===== config.mk =====
export PLATFORM = sky130hd
export DESIGN_NAME = aad_core
export DESIGN_NICKNAME = d
export VERILOG_FILES = /design/src/aad_pkg.sv /design/src/aad_alu.sv /design/src/aad_core.sv
export SDC_FILE = /design/constraint.sdc
export NUM_CORES = 1
export LEC_CHECK = 0
export BUFFER_PORTS_ARGS = -buffer_cell sky130_fd_sc_hd__buf_2
export CAP_MARGIN = 20
export CORE_UTILIZATION = 50
export DETAILED_ROUTE_END_ITERATION = 8
export GPL_TIMING_DRIVEN = 1
export PLACE_DENSITY = 0.73
export SLEW_MARGIN = 30
export SYNTH_ARGS = -nofsm -noshare
export SYNTH_HDL_FRONTEND = slang
export SYNTH_SLANG_ARGS = --single-unit

===== constraint.sdc =====
create_clock -name clk_i -period 4.6 [get_ports clk_i]
set_input_delay 0.92 -clock clk_i [delete_from_list [all_inputs] [get_ports clk_i]]
set_output_delay 0.92 -clock clk_i [all_outputs]
set_load 0.02 [all_outputs]

===== src/aad_pkg.sv =====
// Shared constants, types and helpers of the accumulator ALU block
package aad_pkg;

    ////////////////////////////////////////////////////////////////////////
    // Timing
    localparam int CLK_PERIOD_NS = 10;
    localparam int TSTATE_NS = 10;
    // Clocks per T state, rounded up, at least one
    localparam int TSTATE_CYC_INT = (TSTATE_NS + CLK_PERIOD_NS - 1)
                                    / CLK_PERIOD_NS;
    localparam logic [3:0] TSTATE_CYC = 4'(TSTATE_CYC_INT);
    localparam logic [3:0] TST_SHORT = 4'h4; // Implied single-byte forms
    localparam logic [3:0] TST_IMM = 4'h7;   // Opcode plus operand byte

    ////////////////////////////////////////////////////////////////////////
    // Register byte offsets
    localparam logic [4:0] OFS_ACC = 5'h00;
    localparam logic [4:0] OFS_FLAGS = 5'h04;
    localparam logic [4:0] OFS_OPERAND = 5'h08;
    localparam logic [4:0] OFS_CMD = 5'h0C;
    localparam logic [4:0] OFS_STATUS = 5'h10;

    // Reset values
    localparam logic [7:0] ACC_RST = 8'h00;
    localparam logic [7:0] OPERAND_RST = 8'h00;
    localparam logic [7:0] CMD_RST = 8'h00;

    // Flag byte layout
    localparam int FLG_S = 7;
    localparam int FLG_Z = 6;
    localparam int FLG_H = 4;
    localparam int FLG_PV = 2;
    localparam int FLG_N = 1;
    localparam int FLG_C = 0;

    // Status layout
    localparam int STS_BUSY = 0;
    localparam int STS_ILLEGAL = 1;
    localparam int STS_TCNT_LSB = 4;

    ////////////////////////////////////////////////////////////////////////
    // Opcodes
    localparam logic [7:0] OPC_SETC = 8'h37;
    localparam logic [7:0] OPC_DADJ = 8'h27;
    localparam logic [7:0] OPC_ADD = 8'hC6;
    localparam logic [7:0] OPC_ADC = 8'hCE;
    localparam logic [7:0] OPC_SUB = 8'hD6;
    localparam logic [7:0] OPC_SUBB = 8'hDE;
    localparam logic [7:0] OPC_AND = 8'hE6;
    localparam logic [7:0] OPC_OR = 8'hF6;

    ////////////////////////////////////////////////////////////////////////
    // Types
    typedef enum logic [2:0] {
        OP_SETC, OP_DADJ, OP_ADD, OP_ADC, OP_SUB, OP_SUBB, OP_AND, OP_OR
    } aad_op_t;

    typedef struct packed {
        logic s;
        logic z;
        logic h;
        logic pv;
        logic n;
        logic c;
    } aad_flags_t;

    typedef struct packed {
        logic [7:0] acc;
        aad_flags_t flags;
    } aad_state_t;

    localparam aad_flags_t FLAGS_RST = '0;

    // Flag struct to byte, unused bits zero
    function automatic logic [7:0] flags_to_byte(input aad_flags_t f);
        logic [7:0] b;
        b = 8'h00;
        b[FLG_S] = f.s;
        b[FLG_Z] = f.z;
        b[FLG_H] = f.h;
        b[FLG_PV] = f.pv;
        b[FLG_N] = f.n;
        b[FLG_C] = f.c;
        return b;
    endfunction

    // Byte to flag struct
    function automatic aad_flags_t byte_to_flags(input logic [7:0] b);
        aad_flags_t f;
        f.s = b[FLG_S];
        f.z = b[FLG_Z];
        f.h = b[FLG_H];
        f.pv = b[FLG_PV];
        f.n = b[FLG_N];
        f.c = b[FLG_C];
        return f;
    endfunction

endpackage

===== src/aad_alu.sv =====
// Combinational arithmetic, logic and decimal adjust of the accumulator
`timescale 1ns/1ps
module aad_alu (
    input wire aad_pkg::aad_op_t op_i,
    input wire aad_pkg::aad_state_t cur_i,
    input wire logic [7:0] operand_i,
    output aad_pkg::aad_state_t nxt_o
);
    logic [7:0] a;
    logic [7:0] r;
    logic cin;
    logic [8:0] full;
    logic [4:0] low;
    logic lo_gt9;
    logic hi_gt9;
    logic hi_ge9;
    logic [7:0] corr;
    aad_pkg::aad_flags_t f;

    assign a = cur_i.acc;
    assign lo_gt9 = a[3:0] > 4'h9;
    assign hi_gt9 = a[7:4] > 4'h9;
    assign hi_ge9 = a[7:4] > 4'h8;

    // Operation select and flag update
    always_comb begin
        f = cur_i.flags;
        r = a;
        full = 9'h000;
        low = 5'h00;
        corr = 8'h00;
        cin = (op_i == aad_pkg::OP_ADC || op_i == aad_pkg::OP_SUBB)
              ? cur_i.flags.c : 1'b0;
        case (op_i)
            aad_pkg::OP_SETC: begin
                f.c = 1'b1;
                f.h = 1'b0;
                f.n = 1'b0;
            end
            aad_pkg::OP_DADJ: begin
                if (!cur_i.flags.n) begin
                    if (lo_gt9 || cur_i.flags.h)
                        corr[3:0] = 4'h6;
                    if (cur_i.flags.c || hi_gt9 || (hi_ge9 && lo_gt9))
                        corr[7:4] = 4'h6;
                    f.c = corr[7:4] != 4'h0;
                    f.h = lo_gt9;
                end else begin
                    case ({cur_i.flags.c, cur_i.flags.h})
                        2'b00: corr = 8'h00;
                        2'b01: corr = 8'hFA;
                        2'b10: corr = 8'hA0;
                        default: corr = 8'h9A;
                    endcase
                    f.h = cur_i.flags.h && (a[3:0] < 4'h6);
                end
                r = a + corr;
                f.pv = ~^r;
            end
            aad_pkg::OP_ADD, aad_pkg::OP_ADC: begin
                full = {1'b0, a} + {1'b0, operand_i} + {8'h00, cin};
                low = {1'b0, a[3:0]} + {1'b0, operand_i[3:0]} + {4'h0, cin};
                r = full[7:0];
                f.c = full[8];
                f.h = low[4];
                f.n = 1'b0;
                f.pv = (a[7] == operand_i[7]) && (r[7] != a[7]);
            end
            aad_pkg::OP_SUB, aad_pkg::OP_SUBB: begin
                full = {1'b0, a} - {1'b0, operand_i} - {8'h00, cin};
                low = {1'b0, a[3:0]} - {1'b0, operand_i[3:0]} - {4'h0, cin};
                r = full[7:0];
                f.c = full[8];
                f.h = low[4];
                f.n = 1'b1;
                f.pv = (a[7] != operand_i[7]) && (r[7] != a[7]);
            end
            aad_pkg::OP_AND: begin
                r = a & operand_i;
                f.h = 1'b1;
                f.n = 1'b0;
                f.c = 1'b0;
                f.pv = ~^r;
            end
            aad_pkg::OP_OR: begin
                r = a | operand_i;
                f.h = 1'b0;
                f.n = 1'b0;
                f.c = 1'b0;
                f.pv = ~^r;
            end
            default: begin
                r = a;
            end
        endcase
        if (op_i != aad_pkg::OP_SETC) begin
            f.s = r[7];
            f.z = r == 8'h00;
        end
        nxt_o.acc = r;
        nxt_o.flags = f;
    end

endmodule


===== src/aad_core.sv =====
// Accumulator ALU with decimal adjust behind an Avalon-MM register slave
`timescale 1ns/1ps
module aad_core (
    input wire logic clk_i,
    input wire logic rst_n_i,
    input wire logic [4:0] avs_address_i,
    input wire logic avs_read_i,
    input wire logic avs_write_i,
    input wire logic [3:0] avs_byteenable_i,
    input wire logic [31:0] avs_writedata_i,
    output logic [31:0] avs_readdata_o,
    output logic avs_waitrequest_o,
    output logic [7:0] acc_o,
    output logic [7:0] flags_o,
    output logic busy_o,
    output logic done_o
);
    typedef enum logic {ST_IDLE, ST_EXEC} aad_state_e_t;

    aad_state_e_t state_reg;
    aad_pkg::aad_state_t cpu_reg;
    aad_pkg::aad_state_t alu_next;
    aad_pkg::aad_op_t op_reg;
    logic [7:0] operand_reg;
    logic [7:0] cmd_reg;
    logic [3:0] tcnt_reg;
    logic [3:0] div_reg;
    logic illegal_reg;
    logic ack_reg;
    logic done_reg;
    logic [31:0] rdata_reg;
    logic req;
    logic stall;
    logic wr_take;
    logic t_en;
    logic commit;
    logic cmd_ok;
    aad_pkg::aad_op_t cmd_op;
    logic [3:0] cmd_len;

    ////////////////////////////////////////////////////////////////////////
    // Bus handshake: one wait cycle, writes stall while executing
    assign req = avs_read_i | avs_write_i;
    assign stall = avs_write_i && (state_reg == ST_EXEC);
    assign avs_waitrequest_o = req & ~ack_reg;
    assign wr_take = avs_write_i & ack_reg & avs_byteenable_i[0];

    // Acknowledge after one cycle unless stalled
    always_ff @(posedge clk_i or negedge rst_n_i) begin
        if (!rst_n_i) begin
            ack_reg <= 1'b0;
        end else begin
            ack_reg <= req & ~ack_reg & ~stall;
        end
    end

    // Read data captured in the wait cycle
    always_ff @(posedge clk_i or negedge rst_n_i) begin
        if (!rst_n_i) begin
            rdata_reg <= 32'h0000_0000;
        end else if (avs_read_i && !ack_reg) begin
            case (avs_address_i)
                aad_pkg::OFS_ACC:
                    rdata_reg <= {24'h000000, cpu_reg.acc};
                aad_pkg::OFS_FLAGS:
                    rdata_reg <= {24'h000000,
                                  aad_pkg::flags_to_byte(cpu_reg.flags)};
                aad_pkg::OFS_OPERAND:
                    rdata_reg <= {24'h000000, operand_reg};
                aad_pkg::OFS_CMD:
                    rdata_reg <= {24'h000000, cmd_reg};
                aad_pkg::OFS_STATUS: begin
                    rdata_reg <= 32'h0000_0000;
                    rdata_reg[aad_pkg::STS_BUSY] <= state_reg == ST_EXEC;
                    rdata_reg[aad_pkg::STS_ILLEGAL] <= illegal_reg;
                    rdata_reg[aad_pkg::STS_TCNT_LSB +: 4] <= tcnt_reg;
                end
                default:
                    rdata_reg <= 32'h0000_0000;
            endcase
        end
    end
    assign avs_readdata_o = rdata_reg;

    ////////////////////////////////////////////////////////////////////////
    // T-state enable from clock divider
    always_ff @(posedge clk_i or negedge rst_n_i) begin
        if (!rst_n_i) begin
            div_reg <= 4'h0;
        end else if (state_reg == ST_IDLE || t_en) begin
            div_reg <= 4'h0;
        end else begin
            div_reg <= div_reg + 4'h1;
        end
    end
    assign t_en = (state_reg == ST_EXEC)
                  && (div_reg == aad_pkg::TSTATE_CYC - 4'h1);

    ////////////////////////////////////////////////////////////////////////
    // Opcode decode
    always_comb begin
        cmd_ok = 1'b1;
        cmd_op = aad_pkg::OP_SETC;
        cmd_len = aad_pkg::TST_IMM;
        case (avs_writedata_i[7:0])
            aad_pkg::OPC_SETC: begin
                cmd_op = aad_pkg::OP_SETC;
                cmd_len = aad_pkg::TST_SHORT;
            end
            aad_pkg::OPC_DADJ: begin
                cmd_op = aad_pkg::OP_DADJ;
                cmd_len = aad_pkg::TST_SHORT;
            end
            aad_pkg::OPC_ADD: cmd_op = aad_pkg::OP_ADD;
            aad_pkg::OPC_ADC: cmd_op = aad_pkg::OP_ADC;
            aad_pkg::OPC_SUB: cmd_op = aad_pkg::OP_SUB;
            aad_pkg::OPC_SUBB: cmd_op = aad_pkg::OP_SUBB;
            aad_pkg::OPC_AND: cmd_op = aad_pkg::OP_AND;
            aad_pkg::OPC_OR: cmd_op = aad_pkg::OP_OR;
            default: cmd_ok = 1'b0;
        endcase
    end

    ////////////////////////////////////////////////////////////////////////
    // Execution state and T-state count
    assign commit = (state_reg == ST_EXEC) && t_en && (tcnt_reg == 4'h1);

    always_ff @(posedge clk_i or negedge rst_n_i) begin
        if (!rst_n_i) begin
            state_reg <= ST_IDLE;
            tcnt_reg <= 4'h0;
        end else begin
            case (state_reg)
                ST_IDLE: begin
                    if (wr_take && avs_address_i == aad_pkg::OFS_CMD
                        && cmd_ok) begin
                        state_reg <= ST_EXEC;
                        tcnt_reg <= cmd_len;
                    end
                end
                ST_EXEC: begin
                    if (commit) begin
                        state_reg <= ST_IDLE;
                        tcnt_reg <= 4'h0;
                    end else if (t_en) begin
                        tcnt_reg <= tcnt_reg - 4'h1;
                    end
                end
                default: begin
                    state_reg <= ST_IDLE;
                    tcnt_reg <= 4'h0;
                end
            endcase
        end
    end

    // Command capture and sticky illegal opcode flag
    always_ff @(posedge clk_i or negedge rst_n_i) begin
        if (!rst_n_i) begin
            op_reg <= aad_pkg::OP_SETC;
            cmd_reg <= aad_pkg::CMD_RST;
            illegal_reg <= 1'b0;
        end else if (wr_take && avs_address_i == aad_pkg::OFS_CMD) begin
            cmd_reg <= avs_writedata_i[7:0];
            op_reg <= cmd_op;
            if (!cmd_ok)
                illegal_reg <= 1'b1;
        end else if (wr_take && avs_address_i == aad_pkg::OFS_STATUS
                     && avs_writedata_i[aad_pkg::STS_ILLEGAL]) begin
            illegal_reg <= 1'b0;
        end
    end

    ////////////////////////////////////////////////////////////////////////
    // Datapath
    aad_alu u_aad_alu (
        .op_i(op_reg),
        .cur_i(cpu_reg),
        .operand_i(operand_reg),
        .nxt_o(alu_next)
    );

    // Operand byte following the opcode
    always_ff @(posedge clk_i or negedge rst_n_i) begin
        if (!rst_n_i) begin
            operand_reg <= aad_pkg::OPERAND_RST;
        end else if (wr_take && avs_address_i == aad_pkg::OFS_OPERAND) begin
            operand_reg <= avs_writedata_i[7:0];
        end
    end

    // Accumulator and flags: software load or commit
    always_ff @(posedge clk_i or negedge rst_n_i) begin
        if (!rst_n_i) begin
            cpu_reg.acc <= aad_pkg::ACC_RST;
            cpu_reg.flags <= aad_pkg::FLAGS_RST;
        end else if (commit) begin
            cpu_reg <= alu_next;
        end else if (wr_take && avs_address_i == aad_pkg::OFS_ACC) begin
            cpu_reg.acc <= avs_writedata_i[7:0];
        end else if (wr_take && avs_address_i == aad_pkg::OFS_FLAGS) begin
            cpu_reg.flags <= aad_pkg::byte_to_flags(avs_writedata_i[7:0]);
        end
    end

    // Completion pulse
    always_ff @(posedge clk_i or negedge rst_n_i) begin
        if (!rst_n_i) begin
            done_reg <= 1'b0;
        end else begin
            done_reg <= commit;
        end
    end

    assign acc_o = cpu_reg.acc;
    assign flags_o = aad_pkg::flags_to_byte(cpu_reg.flags);
    assign busy_o = state_reg == ST_EXEC;
    assign done_o = done_reg;

    logic [7:0] a_q;
    logic [7:0] n_q;
    aad_pkg::aad_flags_t f_q;

    // Operands seen when execution starts
    always_ff @(posedge clk_i or negedge rst_n_i) begin
        if (!rst_n_i) begin
            a_q <= 8'h00;
            n_q <= 8'h00;
            f_q <= aad_pkg::FLAGS_RST;
        end else if (state_reg == ST_IDLE) begin
            a_q <= cpu_reg.acc;
            n_q <= operand_reg;
            f_q <= cpu_reg.flags;
        end
    end
endmodule


==> results.yml, run 1 <==
clocking:
  cts_buffer_depth: 2
  numCtsBuffers: 5
  numClockSinks: 53
  cts-root-buf: "clkbuf_8"
  cts_resized: 0
  tritoncts: "done"
  holdBufCountCts: 0
  clkLatencyLatePin_ns: 0.30
  clkTransAtPathRegs_ns: 0.10
  h-tree-depth: 2
  post_cts_buffers: 0
power_and_ir_drop:
  p_leak_nw: 2.46
  ir_worst_vdd_uv: 205
  p_total_mw: 2.59
  powerDensity_mw_per_mm2: 501
timing:
  period_share: 0.835
  finClkSkew_ns: 0.0110
  rsz0062_at_grt: "false"
  fmax_mhz: 260
  final-hold-violation-count: 0
  fin_setup_tns_ns: 0
  setup_viol: 0
  drv_slew: 0
  relSlewSlack: 0.481
  tightest_slew_ns: 0.776
  post-route-min-period_ns: 3.84
finish:
  diodes: 0
  nNetsFinal: 732
  finalNonFillerCells: 767
  layout_commonest_cell: "o21ai_0"
  layout_common_cells: "o21ai_0, nand2_1, dfrtp_1"
  drive_gt1_frac: 0.0972
  syn2layout_area_growth_pct: 6.47
yosys:
  synth-seq-cells: 53
  syn_inst: 607
  async_flop_share: 1.00
  synth_edf_count: 0
  ys_top_cells_by_area: "dfrtp_1, ha_1, o21ai_0"
  netlist_area_sq_mm: 0.00485
  synth_top_area_cell: "dfrtp_1"
  yosysWarningCount: 0
  yosysTopAreaCellShare: 0.273
  avgSynthCellArea_sq_um: 7.99
  ys.flop_type: "dfrtp_1"
  yosysSeqAreaShare: 0.273
  ys_types: 61
place:
  dp_hpwl_um: 10200
  dp_cells: 760
  place.gp.congestion: 0.905
  io_buffers: 42
global_routing:
  grt_start_max_net_pins: 54
  antenna_found_initial: 0
  globalRouteOverflowTotal: 0
  track_usage: 0.267
  grt_first_pass_wirelength_um: 20900
  grt_pass1_vias: 4072
route:
  detail_route.wl_per_cell_um: 17.4
  drt_wl_total_um: 13300
  vias: 4554
  drc: 0
  ant_nets: 0
  drtPass1Iterations: 6
  viasPerCell: 5.94
  drtIter0Drc: 499
critical_path:
  worstRegToRegCells: 11
  crit_type: "reg2reg"
  crit_start: "op_reg[1]$_DFFE_PN0P_"
  start_kind: "flop"
  critPathArrivalTime_ns: 4.07
  path_max_fanout: 11
  critPathRequiredTime_ns: 4.83
  cp-end-kind: "flop"
  rr_startpoint: "op_reg[1]$_DFFE_PN0P_"
min_path:
  whs_path_depth: 2
  hold_start: "avs_readdata_o[6]$_DFFE_PN0P_"
  hp-class: "reg2reg"
floorplanning:
  row_count: 35
  io_pins: 96
  die-area_sq_mm: 0.0101
  initial_utilization: 0.520
  fp.dieH_um: 100
  fp.dieW_um: 100
  core_area_sq_mm: 0.00933
job:
  max-cap-violations: 0
run_status:
  status: "finished clean"
## logic make-up (layout without fill, tap and decap cells)
kind of cell | Yosys count | after routing | synth area share
other | 1 | 26 | 0.000773
xor gates and xnor gates | 37 | 37 | 0.0699
AOI/OAI and AO/OA | 177 | 177 | 0.223
DFF | 53 | 53 | 0.273
and+or+nand+nor | 173 | 173 | 0.162
adders and majority gates | 49 | 49 | 0.134
muxes | 17 | 17 | 0.0377
buffers and inverters | 100 | 106 | 0.0985
## metal layers
metal | track usage | vias up | share of wire
li1 | - | 2131 | -
met1 | 0.379 | 2157 | 0.44
met2 | 0.420 | 234 | 0.45
met3 | 0.0479 | 32 | 0.088
met4 | 0.0702 | 0 | 0.021
met5 | 0 | - | 0
## where the power goes
| part | switching (mW) | internal [mW] | total, mW | leakage, nW |
|---|---|---|---|---|
| clock | 0.148 | 0.120 | 0.267 | 0.0443 |
| combinational | 0.957 | 0.734 | 1.69 | 1.75 |
| sequential | 0.104 | 0.529 | 0.632 | 0.670 |
## critical path, stage by stage (launching register included)
cell and delay (ns):
dfrtp_1 0.61, xor2_1 0.18, nand3_1 0.16, fa_1 0.46, fa_1 0.44, a221oi_1 0.31
o22ai_1 0.17, o21ai_0 0.16, o21ai_0 0.13, or4_1 0.59, or4_1 0.41, o21ai_1 0.14
## final cells by class
type	count	area [sq um]
Timing Repair Buffer	49	263
Multi-Input combinational cell	479	3140
Sequential cell	53	1330
Tap cell	129	161
Clock buffer	7	86.3
Inverter	50	188
Fill cell	879	4160
## path summary, 6_finish.rpt
path / end / slack, ns
setup reg to reg: flags_o[6]$_DFFE_PN0P_ / 0.76
hold reg to reg: avs_readdata_o[6]$_DFFE_PN0P_ / 0.49
max in group asynchronous: div_reg[0]$_DFF_PN0_ / 3.42
hold / removal: avs_readdata_o[6]$_DFFE_PN0P_ / 0.49
min in group asynchronous: avs_readdata_o[4]$_DFFE_PN0P_ / 0.72
setup / recovery: flags_o[6]$_DFFE_PN0P_ / 0.76
## per-stage QoR
| stage | cell area, sq um | hold slack, ns | setup WS (ns) | utilization |
|---|---|---|---|---|
| floorplan | 4940 | 0.432 | 1.09 | - |
| global placement | 5080 | 0.446 | 0.864 | 0.544 |
| detailed placement | 5080 | 0.466 | 0.842 | 0.544 |
| CTS | 5160 | 0.488 | 0.821 | 0.554 |
| global route | 5160 | 0.507 | 0.566 | 0.554 |
| finish | 5160 | 0.486 | 0.759 | 0.554 |
## cell usage after synthesis (3+ instances only)
cell type	number
nand2_1	74
buf_2	3
buf_1	4
nor2b_1	3
xnor2_1	29
fa_1	5
nor4_1	4
o21ai_0	79
a41oi_1	3
nor2_1	40
buf_4	26
and2_1	3
a221oi_1	3
inv_1	50
nand2b_1	10
nand3_1	10
ha_1	44
nand4_1	4
a31oi_1	6
dfrtp_1	53
clkbuf_1	16
nor3_1	11
xor2_1	7
and3_1	3
a222oi_1	6
o21a_1	5
o211ai_1	4
a211oi_1	6
a21oi_1	36
mux2i_1	16
o22ai_1	3
or4_1	3
(Power assumes the default switching activity.)
==> run 2: changes to the inputs <==
--- a/config.mk
+++ b/config.mk
@@ -10,7 +10,7 @@
 export CORE_UTILIZATION = 50
 export DETAILED_ROUTE_END_ITERATION = 8
 export GPL_TIMING_DRIVEN = 1
-export PLACE_DENSITY = 0.73
+export PLACE_DENSITY = 0.76
 export SLEW_MARGIN = 30
 export SYNTH_ARGS = -nofsm -noshare
 export SYNTH_HDL_FRONTEND = slang
==> constraint.sdc (replaced) <==
create_clock -name clk_i -period 3.4 [get_ports clk_i]
set_input_delay 0.68 -clock clk_i [delete_from_list [all_inputs] [get_ports clk_i]]
set_output_delay 0.68 -clock clk_i [all_outputs]
set_load 0.02 [all_outputs]
==> run 2 against run 1 <==
Utilization up 3.6 points. Cell count up 4.0%. Fmax up 14%. Register-to-register slack worse by 0.74 ns. Flip-flop and latch count unchanged. Largest cell class unchanged. Largest power group unchanged. Highest routed layer unchanged.
==> results.yml, run 2 (synthesized netlist as in run 1, its figures left out) <==
clocking:
  cts-root-buf: "clkbuf_8"
  h-tree-depth: 2
  tritoncts: "done"
  numCtsBuffers: 5
  clkTransAtPathRegs_ns: 0.10
  clkLatencyLatePin_ns: 0.31
  numClockSinks: 53
  cts_buffer_depth: 2
  holdBufCountCts: 0
critical_path:
  rr_startpoint: "op_reg[2]$_DFFE_PN0P_"
  crit_type: "reg2reg"
  path_buf_inv: 0
  critPathRequiredTime_ns: 3.64
  r2r_setup_slack_ns: 0.02
  critPathArrivalTime_ns: 3.62
  cp_slowest_stage_delay_ns: 0.53
  r2r_end: "flags_o[6]$_DFFE_PN0P_"
  cp-end-kind: "flop"
  path_delay_family: "simple AND/OR/NAND/NOR gates"
  start_kind: "flop"
  path_max_fanout: 2
  crit_chain: "xor2_1, nand3_2, fa_2, fa_2, a221oi_2, o22ai_2, mux2i_1, o21ai_2, or4_4, or4_4, o21ai_2"
  worstRegToRegCells: 11
  slowest_stage: "or4_4"
job:
  max-cap-violations: 0
finish:
  syn2layout_area_growth_pct: 13.4
  nNetsFinal: 763
  final_core_util: 0.590
  layout_common_cells: "nand2_1, o21ai_0, dfrtp_1"
  diodes: 0
  finalInstanceArea_sq_mm: 0.00550
  n_fill_cell: 889
  drive_gt1_frac: 0.169
global_routing:
  track_usage: 0.285
  grt_first_pass_wirelength_um: 22400
  grt_pass1_vias: 4378
  antenna_found_initial: 0
  globalRouteOverflowTotal: 0
  grt_start_max_net_pins: 35
timing:
  relSlewSlack: 0.484
  rsz0062_at_grt: "true"
  period_share: 0.994
  fin_setup_tns_ns: 0
  post-route-min-period_ns: 3.38
  drv_slew: 0
  setup_viol: 0
  final-hold-violation-count: 0
  finClkSkew_ns: 0.0113
  fmax_mhz: 296
  fin_ws_ns: 0.0206
  tightest_slew_ns: 0.774
place:
  dp_hpwl_um: 10900
  io_buffers: 42
  dpl_cell_area_sq_mm: 0.00530
  dpl_worst_slack_ns: -0.192
  place.gp.congestion: 0.940
power_and_ir_drop:
  powerDensity_mw_per_mm2: 690
  p_leak_nw: 2.63
  ir_worst_vdd_uv: 326
floorplanning:
  initial_utilization: 0.520
  die-area_sq_mm: 0.0101
  io_pins: 96
  fp.dieW_um: 100
  core_area_sq_mm: 0.00933
  row_count: 35
  fp.dieH_um: 100
run_status:
  status: "finished clean"
min_path:
  hp-class: "in2async"
route:
  ant_nets: 0
  drtPass1Iterations: 5
  detail_route.wl_per_cell_um: 17.6
  drt_wl_total_um: 14100
  vias: 4781
  drc: 0
  viasPerCell: 5.99
  drtIter0Drc: 522
## run 2: per-layer routing
metal  wire length (um)  share of wire  global-route usage  vias to the layer above
li1                   -              -                   -                     2185
met1               5930           0.42               0.404                     2270
met2               6320           0.45               0.438                      286
met3               1430           0.10              0.0492                       40
met4                396          0.028              0.0992                        0
met5                  0              0                   0                        -
## run 2: what timing repair did
item                                   CTS  global route
gates resized for setup                  8            17
endpoints found under the hold margin    0             0
setup buffers                            0             2
setup endpoints to repair                4             4
pin swaps                                2            11
## run 2: worst max-delay path by stage
stage,from,endpoint,slack (ns),cells past startpoint
finish,op_reg[2]$_DFFE_PN0P_,flags_o[6]$_DFFE_PN0P_,0.02,11
global placement,op_reg[1]$_DFFE_PN0P_,flags_o[2]$_DFFE_PN0P_,-0.13,12
detailed placement,op_reg[1]$_DFFE_PN0P_,flags_o[2]$_DFFE_PN0P_,-0.19,12
global route,op_reg[2]$_DFFE_PN0P_,flags_o[6]$_DFFE_PN0P_,-0.12,14
CTS,op_reg[1]$_DFFE_PN0P_,flags_o[2]$_DFFE_PN0P_,0.02,12
floorplan,op_reg[0]$_DFFE_PN0P_,flags_o[6]$_DFFE_PN0P_,0.01,12
## run 2: final cells by class
type                       instances  area, sq um  area share
clock buffer                       6         82.6      0.0150
inverter                          50          188      0.0341
multi-input combinational        479         3240       0.589
tap                              129          161      0.0293
timing repair buffer              80          495      0.0901
clock inverter                     1         7.51     0.00136
sequential                        53         1330       0.241
## run 2: through the flow
stage / std cells / power, mW / hold slack [ns]
finish: 798 / 3.80 / 0.437
global route: 798 / 4.07 / 0.493
CTS: 796 / 3.63 / 0.465
detailed placement: 789 / 3.24 / 0.465
global placement: 789 / 3.17 / 0.448
floorplan: 632 / 2.57 / 0.384
## run 2: report_power, final
group          total (mW)  switching, mW  internal [mW]
Sequential          0.797         0.0808          0.716
Combinational        2.63           1.46           1.18
Clock               0.367          0.206          0.162
Total                3.80           1.74           2.06
==> run 3: changes to the inputs <==
--- a/config.mk
+++ b/config.mk
@@ -10,7 +10,7 @@
 export CORE_UTILIZATION = 50
 export DETAILED_ROUTE_END_ITERATION = 8
 export GPL_TIMING_DRIVEN = 1
-export PLACE_DENSITY = 0.76
+export PLACE_DENSITY = 0.73
 export SLEW_MARGIN = 30
 export SYNTH_ARGS = -nofsm -noshare
 export SYNTH_HDL_FRONTEND = slang
==> constraint.sdc (replaced) <==
create_clock -name clk_i -period 4.3 [get_ports clk_i]
set_input_delay 0.86 -clock clk_i [delete_from_list [all_inputs] [get_ports clk_i]]
set_output_delay 0.86 -clock clk_i [all_outputs]
set_load 0.02 [all_outputs]
==> run 3 against run 2 <==
Die area is the same. Sequential power shrank 15%. Worst setup slack gained 0.55 ns. First-iteration DRC count shrank 35%. Wire length shrank 4.1%. Highest routed layer unchanged. Clock-buffer cell count grew 1.
==> results.yml, run 3 (synthesized netlist as in run 1, its figures left out) <==
critical_path:
  r2r_setup_slack_ns: 0.57
  path_buf_inv: 0
  critPathRequiredTime_ns: 4.54
  crit_start: "acc_o[2]$_DFFE_PN0P_"
  worstRegToRegCells: 10
  rr_startpoint: "acc_o[2]$_DFFE_PN0P_"
  path_delay_family: "compound AO/OA/AOI/OAI gates"
  critPathArrivalTime_ns: 3.97
  start_kind: "flop"
  cp_slowest_stage_delay_ns: 0.57
  crit_chain: "o21ai_0, o21ai_0, ha_1, fa_1, xor2_1, a222oi_1, a31oi_1, or4_1, or4_1, o21ai_1"
  path_max_fanout: 4
  slowest_stage: "or4_1"
  cp-end-kind: "flop"
  r2r_end: "flags_o[6]$_DFFE_PN0P_"
  crit_type: "reg2reg"
timing:
  fin_setup_tns_ns: 0
  relSlewSlack: 0.456
  timing.hold.ws_ns: 0.429
  setup_viol: 0
  fmax_mhz: 268
  finClkSkew_ns: 0.00533
  final-hold-violation-count: 0
  period_share: 0.868
  post-route-min-period_ns: 3.73
  fin_ws_ns: 0.566
  tightest_slew_ns: 0.814
  rsz0062_at_grt: "false"
  drv_slew: 0
finish:
  syn2layout_area_growth_pct: 6.78
  layout_common_cells: "o21ai_0, nand2_1, dfrtp_1"
  diodes: 0
  layout_commonest_cell: "o21ai_0"
  finalInstanceArea_sq_mm: 0.00518
  drive_gt1_frac: 0.100
  nNetsFinal: 734
route:
  drtIter0Drc: 339
  drc: 0
  detail_route.wl_per_cell_um: 17.6
  drt_wl_total_um: 13500
  ant_nets: 0
  viasPerCell: 5.97
  vias: 4594
  drtPass1Iterations: 6
clocking:
  holdBufCountCts: 0
  clkLatencyLatePin_ns: 0.31
  numCtsBuffers: 5
  h-tree-depth: 2
  cts_resized: 0
  numClockSinks: 53
  cts-root-buf: "clkbuf_8"
  clkTransAtPathRegs_ns: 0.09
  cts_buffer_depth: 2
  post_cts_buffers: 0
  tritoncts: "done"
power_and_ir_drop:
  p_leak_nw: 2.47
  ir_worst_vdd_uv: 254
  powerDensity_mw_per_mm2: 537
place:
  io_buffers: 42
  place.gp.congestion: 0.901
  dpl_worst_slack_ns: 0.670
  dp_hpwl_um: 10300
  dpl_cell_area_sq_mm: 0.00509
global_routing:
  grt_pass1_vias: 4280
  antenna_found_initial: 0
  globalRouteOverflowTotal: 0
  track_usage: 0.276
  grt_first_pass_wirelength_um: 21600
  grt_start_max_net_pins: 39
job:
  max-cap-violations: 0
floorplanning:
  core_area_sq_mm: 0.00933
  fp.dieH_um: 100
  die-area_sq_mm: 0.0101
  row_count: 35
  io_pins: 96
  fp.dieW_um: 100
  initial_utilization: 0.520
run_status:
  status: "finished clean"
min_path:
  hp-class: "in2async"
[run 3: per-layer routing]
metal	up-vias	GRT usage	part of all wire
met5	-	0	0
met1	2178	0.399	0.45
met4	0	0.0858	0.023
met3	30	0.0374	0.082
met2	259	0.427	0.45
li1	2127	-	-
[run 3: area by class of cell]
cell class / count / area, sq um
clock buffers: 7 / 86.3
fillers: 892 / 4150
inverters: 50 / 188
multi-input cells: 479 / 3140
flip-flops and latches: 53 / 1330
well taps: 129 / 161
repair buffers: 51 / 278
[run 3: worst max path at each step]
stage                              to  slack (ns)  depth (start not counted)
2_1_floorplan  flags_o[6]$_DFFE_PN0P_        0.79                         12
3_3_place_gp   flags_o[6]$_DFFE_PN0P_        0.75                         10
3_5_place_dp   flags_o[6]$_DFFE_PN0P_        0.67                         10
4_1_cts        flags_o[6]$_DFFE_PN0P_        0.63                         10
5_1_grt        flags_o[2]$_DFFE_PN0P_        0.46                         12
6_report       flags_o[6]$_DFFE_PN0P_        0.57                         10
[run 3: report_power, final]
group | total [mW] | internal, mW | switching [mW] | leakage, nW
Clock | 0.284 | 0.128 | 0.156 | 0.0443
Sequential | 0.676 | 0.565 | 0.111 | 0.670
Combinational | 1.82 | 0.787 | 1.03 | 1.76
Total | 2.78 | 1.48 | 1.30 | 2.47
[run 3: worst register-to-register path, stage by stage, from the launching register on]
cell,delay (ns)
dfrtp_1,0.38
o21ai_0,0.56
o21ai_0,0.18
ha_1,0.25
fa_1,0.42
xor2_1,0.22
a222oi_1,0.34
a31oi_1,0.17
or4_1,0.57
or4_1,0.44
o21ai_1,0.15
[run 3: through the flow]
step                      power (mW)   util  std cells
final                           2.78  0.555        769
after global routing            2.99  0.555        769
after CTS                       2.75  0.555        769
after detailed placement        2.46  0.546        762
after global placement          2.41  0.546        762
after floorplan                 2.03      -        632
